### src/hdl/iacd_frame_rx.sv
// ----------------------------------------
// shared constants and carriers
// ----------------------------------------
package iacd_pkg;
  localparam logic [7:0]  OP_SET_PARAM   = 8'h10;
  localparam logic [7:0]  OP_GET_PARAM   = 8'h11;
  localparam logic [7:0]  OP_ACCU_PARAM  = 8'h12;
  localparam logic [7:0]  OP_ROT_LEFT    = 8'h34;
  localparam logic [7:0]  OP_ROT_RIGHT   = 8'h35;
  localparam logic [7:0]  OP_SOFT_STOP   = 8'h36;
  localparam logic [7:0]  ST_OK          = 8'h64;
  localparam logic [7:0]  ST_BAD_SUM     = 8'h01;
  localparam logic [7:0]  ST_BAD_OP      = 8'h02;
  localparam logic [7:0]  PAR_TGT_VEL    = 8'h02;
  localparam logic [7:0]  PAR_STOP_SPEED = 8'h00;
  localparam logic [31:0] VAL_ZERO       = 32'h0000_0000;
  localparam logic [3:0]  LAST_BYTE      = 4'h8;
  localparam logic [3:0]  CNT_ONE        = 4'h1;
  localparam logic [7:0]  MODULE_ADDR    = 8'h01;

  typedef struct packed {
    logic [7:0]  addr;
    logic [7:0]  op;
    logic [7:0]  typ;
    logic [7:0]  mot;
    logic [31:0] val;
  } iacd_cmd_t;

  typedef struct packed {
    logic [7:0]  addr;
    logic [7:0]  status;
    logic [7:0]  op;
    logic [31:0] val;
  } iacd_reply_t;

  typedef struct packed {
    logic        wr;
    logic        rd;
    logic [7:0]  axis;
    logic [7:0]  num;
    logic [31:0] data;
  } iacd_par_req_t;
endpackage

`timescale 1ns/1ps
`default_nettype none

module iacd_frame_rx (
  input  wire logic              clk_sys,
  input  wire logic              resetn,
  input  wire logic              byte_valid,
  input  wire logic [7:0]        byte_data,
  input  wire logic              frame_restart,
  output var  logic              cmd_valid,
  output var  logic              cmd_sum_ok,
  output var  iacd_pkg::iacd_cmd_t cmd
);
  typedef struct packed {
    logic [3:0]          cnt;
    logic [7:0]          sum;
    iacd_pkg::iacd_cmd_t cmd;
    logic                valid;
    logic                ok;
  } iacd_rx_state_t;

  iacd_rx_state_t s_q;
  iacd_rx_state_t s_d;

  always_comb begin
    s_d       = s_q;
    s_d.valid = 1'b0;
    if (frame_restart) begin
      s_d.cnt = '0;
      s_d.sum = '0;
    end else if (byte_valid) begin
      if (s_q.cnt == iacd_pkg::LAST_BYTE) begin
        s_d.valid = 1'b1;
        s_d.ok    = (s_q.sum == byte_data);
        s_d.cnt   = '0;
        s_d.sum   = '0;
      end else begin
        // bytes shift in address first, value msb first
        s_d.cmd = {s_q.cmd[55:0], byte_data};
        s_d.sum = s_q.sum + byte_data;
        s_d.cnt = s_q.cnt + iacd_pkg::CNT_ONE;
      end
    end
  end

  always_ff @(posedge clk_sys or negedge resetn) begin
    if (!resetn) begin
      s_q <= '0;
    end else begin
      s_q <= s_d;
    end
  end

  assign cmd_valid  = s_q.valid;
  assign cmd_sum_ok = s_q.ok;
  assign cmd        = s_q.cmd;
endmodule // iacd_frame_rx

`default_nettype wire

### src/hdl/iacd_top.sv
`timescale 1ns/1ps
`default_nettype none

module iacd_top #(
  parameter logic [7:0] MY_ADDR = iacd_pkg::MODULE_ADDR
) (
  input  wire logic                   clk_sys,
  input  wire logic                   resetn,
  input  wire logic                   rx_byte_valid,
  input  wire logic [7:0]             rx_byte_data,
  input  wire logic                   rx_frame_restart,
  input  wire logic                   accu_load,
  input  wire logic [31:0]            accu_load_data,
  input  wire logic                   xreg_load,
  input  wire logic [7:0]             xreg_load_data,
  input  wire logic                   par_rd_valid,
  input  wire logic [31:0]            par_rd_data,
  output var  iacd_pkg::iacd_par_req_t par_req,
  output var  logic                   vel_mode_set,
  output var  logic                   rot_left,
  output var  logic [7:0]             vel_mode_axis,
  output var  logic                   reply_valid,
  output var  iacd_pkg::iacd_reply_t  reply,
  output var  logic                   busy,
  output var  logic [31:0]            accu,
  output var  logic [7:0]             xreg
);
  // ----------------------------------------
  // state
  // ----------------------------------------
  typedef enum logic [2:0] {
    IACD_IDLE  = 3'b001,
    IACD_WRITE = 3'b010,
    IACD_READ  = 3'b100
  } iacd_fsm_t;

  typedef struct packed {
    iacd_fsm_t               fsm;
    logic [7:0]              op;
    iacd_pkg::iacd_par_req_t par;
    logic                    vmode;
    logic                    left;
    logic [7:0]              vaxis;
    logic                    rvalid;
    iacd_pkg::iacd_reply_t   rep;
    logic [31:0]             accu;
    logic [7:0]              xreg;
    logic                    busy;
  } iacd_state_t;

  iacd_state_t         s_q;
  iacd_state_t         s_d;
  logic                cmd_valid;
  logic                cmd_sum_ok;
  iacd_pkg::iacd_cmd_t cmd;
  logic                cmd_hit;
  logic                cmd_left;

  iacd_frame_rx u_rx (
    .clk_sys       (clk_sys),
    .resetn        (resetn),
    .byte_valid    (rx_byte_valid),
    .byte_data     (rx_byte_data),
    .frame_restart (rx_frame_restart),
    .cmd_valid     (cmd_valid),
    .cmd_sum_ok    (cmd_sum_ok),
    .cmd           (cmd)
  );

  // ----------------------------------------
  // frame decode
  // ----------------------------------------
  // only a whole frame for this address starts a command
  assign cmd_hit  = cmd_valid && (cmd.addr == MY_ADDR);
  assign cmd_left = (cmd.op == iacd_pkg::OP_ROT_LEFT);

  // ----------------------------------------
  // command sequencing
  // ----------------------------------------
  always_comb begin
    s_d        = s_q;
    s_d.par.wr = 1'b0;
    s_d.par.rd = 1'b0;
    s_d.vmode  = 1'b0;
    s_d.rvalid = 1'b0;
    // software loads lose to a command that writes the same register
    if (accu_load) begin
      s_d.accu = accu_load_data;
    end
    if (xreg_load) begin
      s_d.xreg = xreg_load_data;
    end
    unique case (s_q.fsm)
      IACD_IDLE: begin
        // frames for another address are silently ignored
        if (cmd_hit) begin
          s_d.op       = cmd.op;
          s_d.rep.addr = MY_ADDR;
          s_d.rep.op   = cmd.op;
          s_d.rep.val  = iacd_pkg::VAL_ZERO;
          // axis comes from the index register, never from the motor field
          s_d.par.axis = s_q.xreg;
          s_d.vaxis    = s_q.xreg;
          if (!cmd_sum_ok) begin
            s_d.rvalid     = 1'b1;
            s_d.rep.status = iacd_pkg::ST_BAD_SUM;
          end else begin
            case (cmd.op)
              iacd_pkg::OP_ROT_LEFT, iacd_pkg::OP_ROT_RIGHT: begin
                // mode pulse now, parameter write one cycle later
                s_d.vmode    = 1'b1;
                s_d.left     = cmd_left;
                s_d.par.num  = iacd_pkg::PAR_TGT_VEL;
                s_d.par.data = s_q.accu;
                s_d.fsm      = IACD_WRITE;
              end
              iacd_pkg::OP_SOFT_STOP: begin
                s_d.vmode    = 1'b1;
                // a stop carries no direction; a stale one would mislead
                s_d.left     = 1'b0;
                s_d.par.num  = iacd_pkg::PAR_STOP_SPEED;
                s_d.par.data = iacd_pkg::VAL_ZERO;
                s_d.fsm      = IACD_WRITE;
              end
              iacd_pkg::OP_SET_PARAM: begin
                s_d.par.num  = cmd.typ;
                s_d.par.data = cmd.val;
                s_d.fsm      = IACD_WRITE;
              end
              iacd_pkg::OP_ACCU_PARAM: begin
                s_d.par.num  = cmd.typ;
                s_d.par.data = s_q.accu;
                s_d.fsm      = IACD_WRITE;
              end
              iacd_pkg::OP_GET_PARAM: begin
                s_d.par.num = cmd.typ;
                s_d.par.rd  = 1'b1;
                s_d.fsm     = IACD_READ;
              end
              default: begin
                s_d.rvalid     = 1'b1;
                s_d.rep.status = iacd_pkg::ST_BAD_OP;
              end
            endcase
          end
        end
      end
      IACD_WRITE: begin
        s_d.par.wr     = 1'b1;
        s_d.rvalid     = 1'b1;
        s_d.rep.status = iacd_pkg::ST_OK;
        s_d.fsm        = IACD_IDLE;
      end
      IACD_READ: begin
        // waits on the parameter store; no timeout, it must answer
        if (par_rd_valid) begin
          s_d.accu       = par_rd_data;
          s_d.rvalid     = 1'b1;
          s_d.rep.status = iacd_pkg::ST_OK;
          s_d.rep.val    = par_rd_data;
          s_d.fsm        = IACD_IDLE;
        end
      end
      default: begin
        s_d.fsm = IACD_IDLE;
      end
    endcase
    // busy leaves a flop so the output carries no decode behind it
    s_d.busy = (s_d.fsm != IACD_IDLE);
  end

  // ----------------------------------------
  // state register
  // ----------------------------------------
  always_ff @(posedge clk_sys or negedge resetn) begin
    if (!resetn) begin
      s_q     <= '0;
      s_q.fsm <= IACD_IDLE;
    end else begin
      s_q <= s_d;
    end
  end

  // ----------------------------------------
  // outputs, all straight from s_q
  // ----------------------------------------
  assign par_req       = s_q.par;
  assign vel_mode_set  = s_q.vmode;
  assign rot_left      = s_q.left;
  assign vel_mode_axis = s_q.vaxis;
  assign reply_valid   = s_q.rvalid;
  assign reply         = s_q.rep;
  assign busy          = s_q.busy;
  assign accu          = s_q.accu;
  assign xreg          = s_q.xreg;
endmodule // iacd_top

`default_nettype wire

### config.mk
export PLATFORM = sky130hd
export DESIGN_NAME = iacd_top
export DESIGN_NICKNAME = d
export VERILOG_FILES = /design/src/hdl/iacd_frame_rx.sv /design/src/hdl/iacd_top.sv
export SDC_FILE = /design/constraint.sdc
export NUM_CORES = 1
export LEC_CHECK = 0
export ABC_AREA = 1
export BUFFER_PORTS_ARGS = -buffer_cell sky130_fd_sc_hd__buf_4
export CORE_ASPECT_RATIO = 1.2
export CORE_UTILIZATION = 50
export CTS_BUF_LIST = sky130_fd_sc_hd__clkbuf_4 sky130_fd_sc_hd__clkbuf_8 sky130_fd_sc_hd__clkbuf_16
export CTS_CLUSTER_DIAMETER = 30
export DETAILED_ROUTE_END_ITERATION = 6
export PLACE_DENSITY = 0.75
export SLEW_MARGIN = 20
export SYNTH_ARGS = -nofsm -noshare
export SYNTH_HDL_FRONTEND = slang
export SYNTH_SLANG_ARGS = --single-unit
### constraint.sdc
create_clock -name clk_sys -period 2.93 [get_ports clk_sys]
set_clock_uncertainty 0.05 [all_clocks]
set_input_delay 0.293 -clock clk_sys [delete_from_list [all_inputs] [get_ports clk_sys]]
set_output_delay 0.293 -clock clk_sys [all_outputs]
set_load 0.02 [all_outputs]
After elaboration in Yosys (flattened, before gate mapping)
Cells that the tools add are included.
{"block": "word_totals", "ff_bits": 224, "input_bits": 87, "wordCells": 97}
{"block": "op_classes", "n_addsub": 2, "n_eq_ne": 16, "n_mux": 32, "bitwise_logic": 2, "n_reduce_logical": 20}
{"cell": "64-bit 2-to-1 mux", "n": 2}
{"cell": "116-bit 2-to-1 mux", "n": 1}
{"cell": "32-bit case mux with 3 select lines", "n": 1}
{"cell": "78-bit 2-to-1 mux", "n": 1}
{"cell": "32-bit 2-to-1 mux", "n": 2}
{"cell": "32-bit case mux with 2 select lines", "n": 1}
{"cell": "59-bit 2-to-1 mux", "n": 1}
{"cell": "8-bit case mux with 3 select lines", "n": 2}
{"cell": "42-bit 2-to-1 mux", "n": 1}
{"cell": "8-bit by 5-bit equality test with 1-bit output (second input constant)", "n": 3}
{"cell": "8-bit by 6-bit equality test with 1-bit output (second input constant)", "n": 3}
{"cell": "12-bit 2-to-1 mux", "n": 2}
{"cell": "8-bit 2-to-1 mux", "n": 3}
{"cell": "4-bit AND reduction", "n": 4}
{"cell": "3-bit case mux with 2 select lines", "n": 2}
{"cell": "11-bit 2-to-1 mux", "n": 1}
{"cell": "3-bit AND reduction", "n": 3}
{"cell": "3-bit nonzero test", "n": 3}
{"cell": "8-bit adder", "n": 1}
{"cell": "8-bit by 1-bit equality test with 1-bit output (second input constant)", "n": 1}
{"cell": "8-bit equality test", "n": 1}
{"cell": "1-bit 2-to-1 mux", "n": 6}
{"cell": "3-bit 2-to-1 mux", "n": 2}
{"cell": "2-bit nonzero test", "n": 3}
{"cell": "other kinds (18)", "n": 22}

Longest topological paths before layout
Gate-level depths: netlist of run 1.
{"block": "depth", "depth_word": 7, "mapped_depth": 11}

Cells and area by module
A second synthesis of run 1 with hierarchy kept.
{"block": "unflattened", "hier_cells": 1201, "hier_area_um2": 10845.4}
{"module": "iacd_top", "n_inst": 1, "cells_each": 757, "area_each_um2": 7048.0}
{"module": "iacd_frame_rx", "n_inst": 1, "cells_each": 444, "area_each_um2": 3797.4}

Worst setup path before layout of run 1
Ideal clock, no wire load.
{"block": "synth_path", "path_type": "register to register", "startpoint": "register u_rx.s_q[66] in the netlist's numbering", "endpoint": "register u_rx.s_q[68] in the netlist's numbering", "setup_ns": 0.122, "arrival_time_ns": 1.527, "required_time_ns": 2.758, "setup_slack_ns": 1.231, "stages_incl_launch_ff": 5, "n_path_buf": 0, "path_cell_list": "dfrtp_1 > ha_1 > fa_1 > or2_2 > a32o_1"}
{"block": "synth_via", "elab_chain_len": 4}
{"item": "start: declaration", "line_no": "iacd_frame_rx.sv:66", "rtl": "iacd_rx_state_t s_q;"}
{"item": "start signal: assignment", "line_no": "iacd_frame_rx.sv:92", "rtl": "s_q <= '0;"}
{"item": "start signal: assignment", "line_no": "iacd_frame_rx.sv:94", "rtl": "s_q <= s_d;"}
{"item": "8-bit adder", "line_no": "iacd_frame_rx.sv:84", "rtl": "s_d.sum = s_q.sum + byte_data;"}
{"item": "12-bit 2-to-1 mux", "line_no": "iacd_frame_rx.sv:76", "rtl": "if (s_q.cnt == iacd_pkg::LAST_BYTE) begin"}
{"item": "78-bit 2-to-1 mux", "line_no": "iacd_frame_rx.sv:75", "rtl": "end else if (byte_valid) begin"}
{"item": "12-bit 2-to-1 mux", "line_no": "iacd_frame_rx.sv:72", "rtl": "if (frame_restart) begin"}
No other way between the ends. The select of a mux whose other input is x is not followed.
A chain may end at the register's enable or synchronous reset.

Final worst setup path of run 1
{"block": "layout_path", "startpoint": "register u_rx.s_q[74] in the netlist's numbering", "endpoint": "register u_rx.s_q, in the netlist u_rx.cmd[18]"}
{"block": "layout_via", "elab_chain_len": 3}
{"item": "4-bit equality test", "line_no": "iacd_frame_rx.sv:76"}
{"item": "1-bit inverter (no line)"}
{"item": "3-bit AND reduction (no line)"}
No other way between the ends.

==> results of run 1 <==
## report_power, final
part | switching (mW) | internal (mW) | total (mW)
sequential | 0.212 | 3.32 | 3.53
combinational | 0.691 | 0.466 | 1.16
clock | 1.44 | 2.72 | 4.16
total | 2.35 | 6.50 | 8.85
## layout by cell type (no fill, tap or decap), types with 3 or more instances in the layout
cell type | netlist | routed
inv_1 | 144 | 144
mux2i_1 | 32 | 32
ha_1 | 9 | 9
buf_12 | 0 | 3
conb_1 | 1 | 10
dfrtp_1 | 218 | 218
nand3_1 | 26 | 26
dlygate4sd3_1 | 0 | 45
a21oi_1 | 40 | 40
clkinvlp_4 | 0 | 3
nor3_1 | 4 | 4
o21ai_0 | 133 | 133
nand4_1 | 4 | 4
clkbuf_8 | 0 | 10
clkbuf_16 | 0 | 38
clkinv_4 | 0 | 3
nand2_1 | 340 | 339
nor2_2 | 4 | 3
clkinv_2 | 0 | 5
buf_4 | 155 | 242
nor2_1 | 49 | 49
## area by class of cell
type,instances,area share
inverters,146,0.04149
well taps,270,0.02558
flip-flops and latches,219,0.4150
clock buffers,49,0.08298
repair buffers,291,0.1773
multi-input cells,678,0.2470
clock inverters,15,0.01061
## critical path, delay by kind of cell, from the launching register on
kind / cells / cell delay, ns
buf+inv: 2 / 0.72
flops: 1 / 0.42
simple gates: 2 / 0.42
compound gates: 1 / 0.21
fa+ha+maj: 1 / 0.16
## per-stage QoR
| step | hold slack [ns] | cells | total power, mW | worst slack, ns | util |
|---|---|---|---|---|---|
| 2_1_floorplan | -0.05259 | 1241 | 4.308 | 1.231 | - |
| 3_3_place_gp | 0.3525 | 1559 | 4.638 | 0.8771 | 0.5513 |
| 4_1_cts | 0.01770 | 1668 | 8.939 | 0.8068 | 0.6320 |
| 6_report | 0.02520 | 1668 | 8.852 | 0.7949 | 0.6320 |
| 3_5_place_dp | 0.3576 | 1559 | 4.675 | 0.8418 | 0.5513 |
| 5_1_grt | 0.01600 | 1668 | 9.243 | 0.5782 | 0.6320 |
## cell families (layout without fill, tap and decap cells)
logic type | count (synthesis) | in the layout | share of synthesized area
simple gates | 438 | 438 | 0.1681
buf+inv | 344 | 501 | 0.1806
flops | 219 | 219 | 0.5161
compound gates | 186 | 186 | 0.09059
mux | 32 | 32 | 0.03016
fa+ha+maj | 10 | 10 | 0.01249
xor+xnor | 2 | 2 | 0.001649
other cells | 1 | 10 | 0.0003531
## routing by layer
metal / vias to the layer above / GRT usage / share of wire
met2: 269 / 0.3960 / 0.52
met4: 0 / 0.09857 / 0.036
met1: 3752 / 0.2675 / 0.39
li1: 3981 / - / -
met3: 57 / 0.04650 / 0.059
met5: - / 0 / 0
## worst max path at each step
stage                       from      endpoint  slack [ns]  depth (start not counted)
floorplan           u_rx.s_q[66]  u_rx.s_q[68]        1.23                          4
global placement    u_rx.s_q[74]  u_rx.s_q[69]        0.88                          8
detailed placement  u_rx.s_q[74]  u_rx.s_q[69]        0.84                          8
CTS                 u_rx.cmd[51]   par_req[29]        0.81                         10
global route        u_rx.s_q[74]  u_rx.s_q[69]        0.58                          8
finish              u_rx.s_q[74]  u_rx.cmd[18]        0.79                          6
## synthesized netlist by cell type (9+ instances only)
master / number
a21oi_1: 40
buf_2: 18
buf_4: 155
clkbuf_1: 22
dfrtp_1: 218
ha_1: 9
inv_1: 144
mux2i_1: 32
nand2_1: 340
nand3_1: 26
nor2_1: 49
o21ai_0: 133
## flip-flops by register name, indices dropped and copies added, names as in the netlist
signal,cells
reply_valid,1
vel_mode_axis,8
vel_mode_set,1
u_rx.cmd_valid,1
accu,32
u_rx.s_q,12
u_rx.cmd,64
par_req,42
reply,44
busy,1
s_q,3
rot_left,1
xreg,8
u_rx.cmd_sum_ok,1
==> flow_summary.json, run 1 <==
{
  "h-tree-depth": 2,
  "synth_top_cell_by_area": "dfrtp_1",
  "clock_path_buffers": 3,
  "wl_per_cell_um": 14.61,
  "ys_seq_area_frac": 0.5161,
  "timing.final.max_slew_violations": 0,
  "synth_cell_types": 40,
  "port_buffers": 234,
  "syn_area_um2": 10620,
  "viasPerCell": 4.832,
  "rrSetupSlack_ns": 0.79,
  "ctsHoldBuffers": 45,
  "cp_slowest_cell": "buf_4",
  "num_vias": 8059,
  "dpl_cell_area_um2": 11520,
  "p_leak_nw": 7.145,
  "diodes": 0,
  "clkTransAtPathRegs_ns": 0.05,
  "cts-resized-gates": 0,
  "crit_fanout": 81,
  "required_ns": 3.22,
  "antenna_found_initial": 0,
  "worst_slew_pin_slew_ns": 0.7745,
  "max-cap-violations": 0,
  "min_to": "u_rx.cmd[1]",
  "cts_root_buffer": "clkbuf_16",
  "dp.final_hpwl_mm": 16.33,
  "areaGrowthSynthToFinish_pct": 24.36,
  "die_x_um": 135.1,
  "grt-ovfl-total": 0,
  "powerDensity_nw_per_um2": 670.1,
  "cts.sinks": 219,
  "die_area_um2": 21830,
  "reg2reg_to": "u_rx.cmd[18]",
  "multi_input_area_um2": 3263,
  "core_um2": 20900,
  "crit_type": "flip-flop to flip-flop",
  "grt_max_degree": 104,
  "seqCellArea_um2": 5482,
  "tns_ns": 0,
  "cts_setup_buffers": 0,
  "grt_usage": 0.2261,
  "arrival_ns": 2.43,
  "synth_area_leaders": "dfrtp_1, nand2_1, buf_4, o21ai_0, inv_1",
  "critical_path.startpoint_type": "flip-flop",
  "endpoint_kind": "flip-flop",
  "slowest_delay_ns": 0.64,
  "grt_pass1_vias": 7956,
  "crit_chain": "inv_1, ha_1, nand3_1, nand2_2, buf_4, o21ai_0",
  "slew_headroom": 0.4837,
  "synth_top_area_frac": 0.5136,
  "globalplace.congestion": 0.7984,
  "r2r_cells": 6,
  "timing.rr.start": "u_rx.s_q[74]",
  "min_path_type": "input port to flip-flop",
  "synthArstFlopShare": 1.000,
  "core.rowCount": 58,
  "dr.pass1.iters": 5,
  "grt_pass1_wl_mm": 39.33,
  "ys.flop_type": "dfrtp_1",
  "postRouteAntennaNets": 0,
  "setup_viol": 0,
  "syn_area_per_cell_um2": 8.621,
  "ys_ff_latch": 219,
  "start_util": 0.5082,
  "routed_wirelength_mm": 24.37,
  "drt_iter0_markers": 418,
  "hold_violations": 0,
  "num-nets-final": 1470,
  "synth_warnings": 0,
  "cts_buffers": 37,
  "post-route-period-util": 0.7287,
  "fillers": 1704,
  "rsz0062_at_grt": "false",
  "max-vdd-ir-drop_v": 0.0006074,
  "hold-path-cell-count": 3,
  "cts_tree": "yes",
  "min_from": "rx_byte_data[1]",
  "outcome": "finished, final reports clean",
  "insertion_delay_ns": 0.50,
  "synth_edf_count": 0,
  "drive_gt1_frac": 0.2353,
  "drc": 0,
  "final_cell_area_um2": 13210,
  "fmax_mhz": 468.4,
  "synthCells": 1232,
  "period_needed_ns": 2.135,
  "die_y_um": 161.7,
  "pin_count": 245
}
No activity file was read; power rests on OpenSTA's default activity.
==> run 2: changes to the inputs <==
- clock period: 2.93 -> 2.2 ns (I/O delays scaled with it)
==> run 2 against run 1 <==
Clock power is 38% higher; die area stayed put; register-to-register slack worse by 0.52 ns; critical endpoint is now par_req[28]; design area is 3.7% higher; combinational power is 40% higher; sequential power is 33% higher; cell count is 2.9% higher.
==> flow_summary.json, run 2 (same netlist as run 1, synthesis figures left out) <==
{
  "fin_ws_ns": 0.2782,
  "wl_per_cell_um": 14.99,
  "arrival_ns": 2.26,
  "worst_slew_pin_slew_ns": 0.5745,
  "endpoint_kind": "flip-flop",
  "core.rowCount": 58,
  "grt_pass1_wl_mm": 41.57,
  "tns_ns": 0,
  "h-tree-depth": 2,
  "areaGrowthSynthToFinish_pct": 29.01,
  "largest_reg_flops": 64,
  "crit_type": "flip-flop to flip-flop",
  "dp.final_hpwl_mm": 16.56,
  "cts_tree": "yes",
  "grt-ovfl-total": 0,
  "max-cap-violations": 0,
  "clock_path_buffers": 3,
  "start_util": 0.5082,
  "p_leak_nw": 7.344,
  "powerDensity_nw_per_um2": 879.3,
  "insertion_delay_ns": 0.51,
  "drc": 0,
  "die_area_um2": 21830,
  "rsz0062_at_grt": "false",
  "required_ns": 2.54,
  "cts.sinks": 219,
  "cts_root_buffer": "clkbuf_16",
  "max-vdd-ir-drop_v": 0.0006125,
  "die_y_um": 161.7,
  "cts-resized-gates": 0,
  "core_um2": 20900,
  "port_buffers": 234,
  "antenna_found_initial": 0,
  "final_common_cell": "nand2_1",
  "globalplace.congestion": 0.8528,
  "fmax_mhz": 520.3,
  "clkTransAtPathRegs_ns": 0.06,
  "viasPerCell": 4.936,
  "grt_pass1_vias": 8428,
  "pin_count": 245,
  "critical_path.startpoint_type": "flip-flop",
  "postRouteAntennaNets": 0,
  "outcome": "finished, final reports clean",
  "pre_cts_slack_ns": 0.3005,
  "slew_headroom": 0.6170,
  "dr.pass1.iters": 7,
  "final_cell_mix": "nand2_1, buf_4, dfrtp_1",
  "dpl_cell_area_um2": 11560,
  "post-route-util": 0.6557,
  "crit_fanout": 34,
  "die_x_um": 135.1,
  "timing.final.max_slew_violations": 0,
  "diodes": 0,
  "min_path_type": "input port to flip-flop",
  "post-route-period-util": 0.8736,
  "period_needed_ns": 1.922,
  "grt_max_degree": 100,
  "routed_wirelength_mm": 25.73,
  "cts_buffers": 37,
  "num_vias": 8470,
  "final_cell_area_um2": 13700,
  "drt_iter0_markers": 516,
  "hold_violations": 0,
  "num-nets-final": 1517,
  "setup_viol": 0,
  "drive_gt1_frac": 0.2310,
  "grt_usage": 0.2405
}
## run 2: cell count changes in the layout (fill, tap and decap cells not counted), sizes merged
| cell | delta |
|---|---|
| dlygate4sd3 | +43 |
| clkbuf | -5 |
| buf | +4 |
| clkinvlp | +3 |
| clkinv | -5 |
| bufinv | +2 |
| inv | +6 |
## run 2: worst paths after layout
path	startpoint	to	slack, ns	depth (start not counted)
worst max-delay path	u_rx.cmd[55]	par_req[28]	0.28	10
worst min-delay path	accu_load_data[14]	accu[14]	0.007	3
worst max register to register	u_rx.cmd[55]	par_req[28]	0.28	10
worst min register to register	reply[14]	reply[14]	0.42	2
max in group asynchronous	resetn	accu[10]	1.20	3
min in group asynchronous	resetn	u_rx.cmd[58]	0.18	2
## run 2: report_power, final
group          internal [mW]  leakage, nW  switching [mW]
combinational          0.681         3.88           0.940
clock                   3.71        0.605            2.02
sequential              4.42         2.86           0.279
total                   8.81         7.34            3.24
## run 2: area by class of cell
cell class | count | area [µm²]
fill | 1596 | 7197
sequential | 219 | 5482
multi-input combinational | 678 | 3263
timing repair buffer | 338 | 2815
clock buffer | 44 | 1020
inverter | 146 | 548.0
tap | 270 | 337.8
clock inverter | 21 | 237.7
## run 2: per-stage QoR
step / instances / hold WS (ns) / total power, mW
after global routing: 1716 / 0.02054 / 12.56
after detailed placement: 1563 / 0.1356 / 6.222
final: 1716 / 0.007469 / 12.05
after floorplan: 1241 / -0.1256 / 5.737
after global placement: 1563 / 0.1365 / 6.177
after CTS: 1716 / 0.001199 / 12.12
## run 2: layer usage
layer,vias up,GRT usage,wire length [µm]
li1,4063,-,-
met1,4012,0.2773,10090
met2,304,0.4166,13070
met3,91,0.04869,1390
met4,0,0.1333,1180
met5,-,0,0
## run 2: worst max-delay path, cell delays in order (launching register included)
cell and delay [ns]:
dfrtp_1 0.41, nor2_1 0.12, nand2_1 0.08, nor2_2 0.17, nand2_1 0.11, nand2_1 0.13, nor2_2 0.09, nor2_8 0.39
nand2_1 0.12, nand2_1 0.09, inv_1 0.04
## run 2: timing repair
action,in CTS,in global routing
hold buffers,88,0
endpoints found under the hold margin,137,0
buffers inserted,0,0
==> run 3: changes to the inputs <==
- CORE_UTILIZATION: 50 -> 45
- HOLD_SLACK_MARGIN: unset -> 0.15
- PLACE_DENSITY: 0.75 -> 0.69
==> run 3 against run 2 <==
Critical path depth shrank 4; global-route usage is 1.8 points lower; fmax down 6.5%; register-to-register slack got worse by 0.13 ns; worst hold slack gained 0.28 ns; clock power up 10%; critical path type unchanged.
==> flow_summary.json, run 3 (same netlist as run 1, synthesis figures left out) <==
{
  "cts_setup_buffers": 0,
  "hold_violations": 0,
  "h-tree-depth": 2,
  "slew_headroom": 0.5179,
  "required_ns": 2.59,
  "grt_usage": 0.2224,
  "insertion_delay_ns": 0.51,
  "clkPwrFrac": 0.500,
  "min_path_type": "input port to asynchronous set/reset pin",
  "grt_pass1_wl_mm": 42.61,
  "routed_wirelength_mm": 26.09,
  "viasPerCell": 4.693,
  "cts_tree": "yes",
  "postRouteAntennaNets": 0,
  "swShare": 0.2582,
  "cts-resized-gates": 0,
  "period_needed_ns": 2.055,
  "cp_common_cell": "nand2_1",
  "die_x_um": 142.2,
  "reg2reg_to": "reply[25]",
  "tns_ns": 0,
  "max-vdd-ir-drop_v": 0.0005543,
  "num-nets-final": 1539,
  "top_usage_layer": "met2",
  "globalplace.congestion": 0.8284,
  "dp.final_hpwl_mm": 16.98,
  "drc": 0,
  "gr-usage-met1": 0.2557,
  "areaGrowthSynthToFinish_pct": 32.65,
  "rrSetupSlack_ns": 0.14,
  "cp_slowest_cell": "dlygate4sd3_1",
  "final_cell_mix": "nand2_1, buf_4, dfrtp_1",
  "clkTransAtPathRegs_ns": 0.05,
  "p_leak_nw": 7.503,
  "pin_count": 245,
  "post-route-period-util": 0.9343,
  "dr.pass1.iters": 5,
  "clock_path_buffers": 3,
  "wl_per_cell_um": 14.60,
  "antenna_found_initial": 0,
  "core_um2": 23200,
  "cp-endpoint": "reply[25]",
  "die_area_um2": 24220,
  "crit_fanout": 15,
  "start_util": 0.4578,
  "internal_power_mw": 9.397,
  "crit_path_start": "s_q[166]",
  "p_switching_mw": 3.271,
  "r2r_cells": 6,
  "port_buffers": 234,
  "met3_usage": 0.04896,
  "largest_reg_flops": 64,
  "critical_path.startpoint_type": "flip-flop",
  "endpoint_kind": "flip-flop",
  "drive_gt1_frac": 0.2337,
  "core.rowCount": 61,
  "cts_root_buffer": "clkbuf_16",
  "arrival_ns": 2.44,
  "crit_type": "flip-flop to flip-flop",
  "grt-ovfl-total": 0,
  "outcome": "finished, final reports clean",
  "setup_viol": 0,
  "power_frac_seq": 0.371,
  "diodes": 0,
  "cts.sinks": 219,
  "drt_iter0_markers": 470,
  "comb_power_share": 0.129,
  "die_y_um": 170.3,
  "timing.final.max_slew_violations": 0,
  "hold-worst-slack_ns": 0.2841,
  "crit_chain": "inv_1, nand3_1, nor2_4, nand2_1, dlygate4sd3_1, nand2_1",
  "worst_slew_pin_slew_ns": 0.7205,
  "grt_max_degree": 86,
  "max-cap-violations": 0,
  "met2_usage": 0.3962,
  "grt_pass1_vias": 8590,
  "slowest_delay_ns": 0.62,
  "rsz0062_at_grt": "false",
  "cts_buffers": 40,
  "num_vias": 8387,
  "timing.rr.start": "s_q[166]",
  "fmax_mhz": 486.5,
  "final_common_cell": "nand2_1",
  "powerDensity_nw_per_um2": 899.1
}
-- run 3: changes by cell type in the layout (fill, tap and decap cells not counted), sizes merged --
cell | previous run | this run
dlygate4sd3 | 88 | 104
clkinv | 4 | 12
clkbuf | 44 | 48
clkinvlp | 6 | 2
inv | 154 | 150
buf | 250 | 253
bufinv | 3 | 6
-- run 3: layout make-up --
class / instances / area [µm²]
fillers: 1927 / 9112
clock buffers: 48 / 1097
clock inverters: 24 / 307.8
inverters: 146 / 548.0
repair buffers: 357 / 2998
well taps: 315 / 394.1
multi-input cells: 678 / 3263
flip-flops and latches: 219 / 5482
-- run 3: worst min path at each step --
stage	slack, ns	depth (start not counted)	to
6_report	0.28	2	vel_mode_axis[6]
2_1_floorplan	-0.13	0	accu[0]
3_3_place_gp	0.23	1	vel_mode_axis[6]
4_1_cts	0.27	3	accu[27]
5_1_grt	0.31	3	accu[16]
3_5_place_dp	0.23	1	vel_mode_axis[6]
-- run 3: layer usage --
layer / routed length, µm / part of all wire
met1: 10340 / 0.40
met2: 13410 / 0.51
met3: 1392 / 0.053
met4: 947 / 0.036
met5: 0 / 0
-- run 3: metrics by stage --
stage	setup WS (ns)	cells	total power [mW]	instance area, µm²	util
6_report	0.1446	1787	12.67	14090	0.6073
5_1_grt	0.02238	1787	13.22	14090	0.6073
4_1_cts	0.2521	1787	12.76	14090	0.6073
3_5_place_dp	0.2761	1611	6.235	11640	0.5018
3_3_place_gp	0.3616	1611	6.196	11640	0.5018
2_1_floorplan	0.5013	1241	5.737	10660	-
-- run 3: timing repair --
item | 4_1_cts | 5_1_grt
setup endpoints to repair | 0 | 0
hold buffers | 104 | 0
hold endpoints to repair | 177 | 0
-- run 3: power by group through the flow --
stage | Sequential (mW) | Clock [mW] | Combinational, mW
floorplan | 4.66 | 0 | 1.08
global placement | 4.75 | 0 | 1.45
detailed placement | 4.76 | 0 | 1.48
CTS | 4.70 | 6.43 | 1.64
global route | 4.75 | 6.64 | 1.83
finish | 4.70 | 6.33 | 1.64
-- run 3: worst max-delay path, delay by kind of cell, from the launching register on --
family / cells / cell delay, ns
buffers and inverters: 2 / 0.74
AND/OR/NAND/NOR: 4 / 0.84
flip-flops: 1 / 0.35
